==> src/core/supply_monitor_pkg.sv <==
// Purpose: shared constants and types for the supply monitor flag logic
// Assumes: 10 MHz core clock, 8-bit special function register port
// Notes:   control register layout, reset value and timeout figures
package supply_monitor_pkg;

   // special function register port
   localparam logic [7:0] CTRL_ADDR     = 8'hDF;
   localparam logic [7:0] CTRL_RESET    = 8'hDE;
   localparam logic [7:0] READ_UNMAPPED = 8'h00;

   // control register field positions
   localparam int BIT_RSVD_HI      = 7;
   localparam int BIT_DIG_COMPARE  = 6;
   localparam int BIT_FAIL_FLAG    = 5;
   localparam int BIT_TRIP_HI      = 4;
   localparam int BIT_TRIP_LO      = 3;
   localparam int BIT_RSVD_MID     = 2;
   localparam int BIT_RSVD_LO      = 1;
   localparam int BIT_MON_ENABLE   = 0;

   // reserved bits read back as their power-on value
   localparam logic RSVD_READ      = 1'b1;

   // reset values of the writable fields
   localparam logic [1:0] TRIP_RESET   = 2'h3;
   localparam logic       ENABLE_RESET = 1'b0;
   localparam logic       FLAG_RESET   = 1'b0;

   // digital trip select codes
   typedef enum logic [1:0] {
      TRIP_RSVD_00 = 2'b00,
      TRIP_3V08    = 2'b01,
      TRIP_2V93    = 2'b10,
      TRIP_RSVD_11 = 2'b11
   } trip_code_t;

   // timing
   localparam int CLK_KHZ        = 10_000;
   localparam int TIMEOUT_MS     = 250;
   localparam int TIMEOUT_CYCLES = TIMEOUT_MS * CLK_KHZ;
   localparam int FILTER_CYCLES  = 4;

   // one register port request per cycle
   typedef struct packed {
      logic [7:0] addr;
      logic       wr_en;
      logic       rd_en;
      logic [7:0] wdata;
   } sfr_req_t;

endpackage

==> src/core/dip_filter.sv <==
// Purpose: suppress short low-going dips on one comparator output
// Assumes: input already synchronous to clk
// Notes:   falls only after DEPTH consecutive low samples, rises at once
`timescale 1ns/1ps
module dip_filter #(
   parameter int DEPTH = supply_monitor_pkg::FILTER_CYCLES
) (
   // clock and reset
   input  wire logic clk,
   input  wire logic reset_n,
   // comparator
   input  wire logic raw_in,
   output logic      clean_ff
);
   localparam int CW = $clog2(DEPTH + 1);
   localparam logic [CW-1:0] LAST = CW'(DEPTH - 1);

   logic [CW-1:0] low_cnt_ff;

   always_ff @(posedge clk or negedge reset_n) begin
      if (!reset_n) begin
         low_cnt_ff <= '0;
      end else if (raw_in || !clean_ff) begin
         low_cnt_ff <= '0;
      end else if (low_cnt_ff != LAST) begin
         low_cnt_ff <= low_cnt_ff + CW'(1);
      end
   end

   // supplies are assumed good coming out of reset
   always_ff @(posedge clk or negedge reset_n) begin
      if (!reset_n) begin
         clean_ff <= 1'b1;
      end else if (raw_in) begin
         clean_ff <= 1'b1;
      end else if (low_cnt_ff == LAST) begin
         clean_ff <= 1'b0;
      end
   end
endmodule // dip_filter

==> src/core/supply_monitor_flag_logic.sv <==
// Purpose: digital side of the supply monitor: flag, timeout, control register
// Assumes: 10 MHz clk, register port synchronous, comparator inputs synchronous
// Notes:   read data is registered and appears one cycle after the read request
`timescale 1ns/1ps
module supply_monitor_flag_logic #(
   parameter int TIMEOUT_CYCLES = supply_monitor_pkg::TIMEOUT_CYCLES,
   parameter int FILTER_CYCLES  = supply_monitor_pkg::FILTER_CYCLES
) (
   // clock and reset
   input  wire logic                         clk,
   input  wire logic                         reset_n,
   // special function register port
   input  wire supply_monitor_pkg::sfr_req_t sfr_req,
   output logic [7:0]                        sfr_rdata_ff,
   // analog comparators
   input  wire logic                         analog_supply_compare,
   input  wire logic                         digital_supply_compare,
   // analog trim and enable
   output logic [1:0]                        digital_trip_select_ff,
   output logic                              trip_level_valid_ff,
   output logic                              monitor_enable_ff,
   // interrupt to the core
   input  wire logic                         secondary_interrupt_enable,
   output logic                              supply_fail_irq_ff
);
   localparam int CW = $clog2(TIMEOUT_CYCLES + 1);
   localparam logic [CW-1:0] CNT_LAST = CW'(TIMEOUT_CYCLES - 1);

   logic          analog_ok;
   logic          digital_ok;
   logic          supply_low;
   logic          ctrl_wr;
   logic          ctrl_rd;
   logic          supply_fail_flag_ff;
   logic          nxt_supply_fail_flag;
   logic [CW-1:0] good_cnt_ff;
   logic          expire;
   logic [7:0]    ctrl_view;

   // comparator dip filters
   dip_filter #(
      .DEPTH    (FILTER_CYCLES)
   ) u_analog_filter (
      .clk      (clk),
      .reset_n  (reset_n),
      .raw_in   (analog_supply_compare),
      .clean_ff (analog_ok)
   );

   dip_filter #(
      .DEPTH    (FILTER_CYCLES)
   ) u_digital_filter (
      .clk      (clk),
      .reset_n  (reset_n),
      .raw_in   (digital_supply_compare),
      .clean_ff (digital_ok)
   );

   assign ctrl_wr = sfr_req.wr_en && (sfr_req.addr == supply_monitor_pkg::CTRL_ADDR);
   assign ctrl_rd = sfr_req.rd_en && (sfr_req.addr == supply_monitor_pkg::CTRL_ADDR);

   // low supply only counts while monitoring is on
   assign supply_low = monitor_enable_ff && (!analog_ok || !digital_ok);

   // monitor enable
   always_ff @(posedge clk or negedge reset_n) begin
      if (!reset_n) begin
         monitor_enable_ff <= supply_monitor_pkg::ENABLE_RESET;
      end else if (ctrl_wr) begin
         monitor_enable_ff <= sfr_req.wdata[supply_monitor_pkg::BIT_MON_ENABLE];
      end
   end

   // trip select field
   always_ff @(posedge clk or negedge reset_n) begin
      if (!reset_n) begin
         digital_trip_select_ff <= supply_monitor_pkg::TRIP_RESET;
      end else if (ctrl_wr) begin
         digital_trip_select_ff <= {sfr_req.wdata[supply_monitor_pkg::BIT_TRIP_HI],
                                    sfr_req.wdata[supply_monitor_pkg::BIT_TRIP_LO]};
      end
   end

   // only the two defined codes give the analog side a usable level
   always_ff @(posedge clk or negedge reset_n) begin
      if (!reset_n) begin
         trip_level_valid_ff <= 1'b0;
      end else begin
         case (supply_monitor_pkg::trip_code_t'(digital_trip_select_ff))
            supply_monitor_pkg::TRIP_3V08: trip_level_valid_ff <= 1'b1;
            supply_monitor_pkg::TRIP_2V93: trip_level_valid_ff <= 1'b1;
            supply_monitor_pkg::TRIP_RSVD_00,
            supply_monitor_pkg::TRIP_RSVD_11: trip_level_valid_ff <= 1'b0;
            default: trip_level_valid_ff <= 1'b0;
         endcase
      end
   end

   // good-supply timeout; held at zero while low or while the flag is clear
   always_ff @(posedge clk or negedge reset_n) begin
      if (!reset_n) begin
         good_cnt_ff <= '0;
      end else if (supply_low || !supply_fail_flag_ff || expire) begin
         good_cnt_ff <= '0;
      end else begin
         good_cnt_ff <= good_cnt_ff + CW'(1);
      end
   end

   assign expire = supply_fail_flag_ff && !supply_low && (good_cnt_ff == CNT_LAST);

   // hardware set wins over any software clear and over expiry
   always_comb begin
      nxt_supply_fail_flag = supply_fail_flag_ff;
      if (supply_low) begin
         nxt_supply_fail_flag = 1'b1;
      end else if (ctrl_wr) begin
         nxt_supply_fail_flag = sfr_req.wdata[supply_monitor_pkg::BIT_FAIL_FLAG];
      end else if (expire) begin
         nxt_supply_fail_flag = 1'b0;
      end
   end

   always_ff @(posedge clk or negedge reset_n) begin
      if (!reset_n) begin
         supply_fail_flag_ff <= supply_monitor_pkg::FLAG_RESET;
      end else begin
         supply_fail_flag_ff <= nxt_supply_fail_flag;
      end
   end

   // interrupt request
   always_ff @(posedge clk or negedge reset_n) begin
      if (!reset_n) begin
         supply_fail_irq_ff <= 1'b0;
      end else begin
         supply_fail_irq_ff <= supply_fail_flag_ff && secondary_interrupt_enable;
      end
   end

   // register image; the comparator bit is the live unfiltered input
   always_comb begin
      ctrl_view = '0;
      ctrl_view[supply_monitor_pkg::BIT_RSVD_HI]     = supply_monitor_pkg::RSVD_READ;
      ctrl_view[supply_monitor_pkg::BIT_DIG_COMPARE] = digital_supply_compare;
      ctrl_view[supply_monitor_pkg::BIT_FAIL_FLAG]   = supply_fail_flag_ff;
      ctrl_view[supply_monitor_pkg::BIT_TRIP_HI]     = digital_trip_select_ff[1];
      ctrl_view[supply_monitor_pkg::BIT_TRIP_LO]     = digital_trip_select_ff[0];
      ctrl_view[supply_monitor_pkg::BIT_RSVD_MID]    = supply_monitor_pkg::RSVD_READ;
      ctrl_view[supply_monitor_pkg::BIT_RSVD_LO]     = supply_monitor_pkg::RSVD_READ;
      ctrl_view[supply_monitor_pkg::BIT_MON_ENABLE]  = monitor_enable_ff;
   end

   always_ff @(posedge clk or negedge reset_n) begin
      if (!reset_n) begin
         sfr_rdata_ff <= supply_monitor_pkg::READ_UNMAPPED;
      end else if (ctrl_rd) begin
         sfr_rdata_ff <= ctrl_view;
      end else begin
         sfr_rdata_ff <= supply_monitor_pkg::READ_UNMAPPED;
      end
   end
endmodule // supply_monitor_flag_logic

==> config.mk <==
export PLATFORM = sky130hd
export DESIGN_NAME = supply_monitor_flag_logic
export DESIGN_NICKNAME = d
export VERILOG_FILES = /design/src/core/supply_monitor_pkg.sv /design/src/core/dip_filter.sv /design/src/core/supply_monitor_flag_logic.sv
export SDC_FILE = /design/constraint.sdc
export NUM_CORES = 1
export LEC_CHECK = 0
export BUFFER_PORTS_ARGS = -buffer_cell sky130_fd_sc_hd__buf_2
export CORE_UTILIZATION = 47
export CTS_CLUSTER_SIZE = 30
export DETAILED_ROUTE_END_ITERATION = 10
export PLACE_DENSITY_LB_ADDON = 0.1
export SETUP_SLACK_MARGIN = 0.4
export SLEW_MARGIN = 25
export SYNTH_ARGS = -nofsm -noshare
export SYNTH_HDL_FRONTEND = slang
export SYNTH_SLANG_ARGS = --single-unit
==> constraint.sdc <==
create_clock -name clk -period 4.63 [get_ports clk]
set_clock_uncertainty 0.05 [all_clocks]
set_input_delay 0 -clock clk [delete_from_list [all_inputs] [get_ports clk]]
set_output_delay 0 -clock clk [all_outputs]
set_load 0.01 [all_outputs]
==> qor.txt <==
status -> finished, final reports clean
critical path launch point -> good_cnt_ff[0]
Critical R2R Capture -> good_cnt_ff[10]
Final ANT Viol Nets -> 0
Synth Flop Type -> dfrtp_1
synth unique cells -> 39
initial drt markers -> 50
setup slack, reg-to-reg -> 2.30 ns
internal power -> 615 uW
setup_tns -> 0 ns
synthesized flop and latch total -> 42
die span in y -> 67.1 um
Max stage delay on crit path -> 0.79 ns
register clock-pin slew on the reported worst setup and hold paths -> 0.08 ns
final hold vios -> 0
Cells after Synth -> 182
share of the synthesized area in the top cell type -> 0.478
CP startpoint kind -> flop
row count -> 23
drt drc -> 0
DP Wirelength -> 2500 um
Die Area -> 0.00450 mm2
worst skew pair latency -> 0.29 ns
vias per inst -> 5.27
Longest Clk Path Bufs -> 2
post-route setup slack -> 2.30 ns
CTS H-tree depth -> 2
reg2reg start -> good_cnt_ff[0]
via count -> 1454
Post-Syn Area per Cell -> 10.9 um2
Clk network pwr share -> 0.254
Largest delay share family, worst path -> compound AO/OA/AOI/OAI gates
FF-to-FF path depth -> 5
largest net degree at the start of global routing -> 43
layout cells sized above 1 -> 0.248
number of flops mapped to enable cells by yosys -> 0
Yosys top cell by area -> dfrtp_1
gr usage total -> 0.184
core box area -> 0.00403 mm2
placed instance area -> 0.00216 mm2
CP arrival -> 2.41 ns
Max Slew Vio Count -> 0
part of the power in registers -> 0.551
Layout Area Growth over Synthesis -> 18.5%
Setup crit end kind -> flop
LEAKAGE -> 0.00113 uW
Yosys warning total -> 0
Final Wtd Congestion -> 0.690
clock root cell -> clkbuf_8
Rel. slew slack -> 0.359
IO Count -> 36
Routed Wire Length -> 3550 um
layout net count -> 253
Worst path slowest cell -> o211ai_2
pwr/cell area -> 370 mW/mm2
Sw Share -> 0.296
WS Path Type -> flop to flop
DIE WIDTH -> 67.1 um
Final Cycle Share -> 0.502
Max-cap violations -> 0
power share of the combinational group -> 0.195
peak supply drop -> 0.237 mV
Least-Margin Pin Slew -> 0.959 ns
first-pass GRT wire length -> 6050 um
Initial Util -> 0.494
CTS sink cnt -> 42
Max Fanout on Critical Path -> 22
# diodes -> 0
Max Clock Freq -> 430 MHz
total iterations of the first detailed-routing run -> 4
antenna violations before repair -> 0
CTS tree -> yes
CTS Buf Count -> 5
Routed wire per std cell -> 12.9 um
worst path bufs/invs -> 0
setup violators final -> 0
RSZ-0062 raised after global routing -> false
synthesized area -> 0.00199 mm2
sequential element share of the synthesized area -> 0.530
pre-CTS setup slack -> 2.28 ns
Worst Hold Class -> input pin to asynchronous set/reset pin
Worst Path Required -> 4.72 ns
Net Switching -> 258 uW
vias in the first global route -> 1392
crit path time final -> 2.33 ns
post-route cell area -> 0.00236 mm2
most common cell in the netlist -> dfrtp_1
syn nets -> 210
Remaining Overflow, GRT -> 0
# port buffers -> 31
Async SR Flop Fraction -> 1.00
top cells by area, synth -> dfrtp_1, dfstp_2, xor2_1
critical path, cell by cell -> ha_1 > and4_1 > nand4_1 > o211ai_2 > nor2_1
Post-synth top cells -> dfrtp_1, nor2_1, xor2_1
-- power groups by stage --
stage	combinational [uW]	clock [uW]	sequential [uW]
floorplan	126	0	475
global placement	153	0	483
detailed placement	166	0	488
CTS	173	232	482
global route	198	246	492
finish	170	221	481
-- per-stage QoR --
step	util	cells	power (uW)	hold slack, ns
finish	0.585	276	873	0.0761
global route	0.585	276	936	0.0894
CTS	0.580	275	887	0.0990
detailed placement	0.536	257	654	0.138
global placement	0.536	257	637	0.120
floorplan	-	182	601	-0.346
-- worst register-to-register path, cell delays in order, from the launching register on --
cell and delay (ns):
dfrtp_1 0.41, ha_1 0.22, and4_1 0.37, nand4_1 0.20
o211ai_2 0.79, nor2_1 0.14
-- repair_timing --
item	CTS	global route
hold endpoints to repair	53	0
setup buffers	0	0
resized for setup	0	0
hold buffers	10	0
-- worst max-delay path by stage --
| stage | to | slack [ns] | depth (start not counted) |
|---|---|---|---|
| after floorplan | good_cnt_ff[20] | 2.89 | 6 |
| after detailed placement | good_cnt_ff[10] | 2.28 | 5 |
| after global routing | good_cnt_ff[10] | 2.07 | 5 |
| after global placement | good_cnt_ff[12] | 2.34 | 5 |
| final | good_cnt_ff[10] | 2.30 | 5 |
| after CTS | good_cnt_ff[10] | 2.26 | 5 |
-- cell families after synthesis --
| family | synth area share |
|---|---|
| AO/OA/AOI/OAI | 0.0742 |
| XOR/XNOR | 0.0660 |
| adder cells (fa/ha/maj) | 0.0314 |
| AND/OR/NAND/NOR | 0.231 |
| multiplexers | 0.0270 |
| flip-flops | 0.530 |
| buffers and inverters | 0.0402 |
-- sequential cells by signal (all words and copies together), names as in the netlist --
signal	flops
good_cnt_ff	22
sfr_rdata_ff	6
u_analog_filter.low_cnt_ff	3
u_digital_filter.low_cnt_ff	3
digital_trip_select_ff	2
monitor_enable_ff	1
supply_fail_flag_ff	1
supply_fail_irq_ff	1
trip_level_valid_ff	1
u_analog_filter.clean_ff	1
u_digital_filter.clean_ff	1
-- area by class of cell --
class,count,area [um2]
fillers,339,1670
flip-flops and latches,42,1060
multi-input cells,126,855
repair buffers,42,275
clock buffers,8,80.1
well taps,50,62.6
inverters,8,30.0
-- placed cells by master, fill, tap and decap left out, types with 5 or more instances in the layout --
master	count
a21oi_1	8
clkbuf_8	5
nand3_1	6
o21ai_0	5
ha_1	5
xor2_1	11
dfrtp_1	38
inv_1	8
buf_2	31
nand2_1	10
and2_1	6
nor2_1	23
dlygate4sd3_1	10
nand4_1	6
-- routing by layer --
metal  up-vias  part of all wire  global-route usage
met5         -                 0                   0
met4         0             0.012              0.0798
met3         4             0.035              0.0462
met2        31              0.52               0.309
met1       701              0.44               0.219
li1        718                 -                   -
Note: power is estimated with default switching activity, not from simulation.
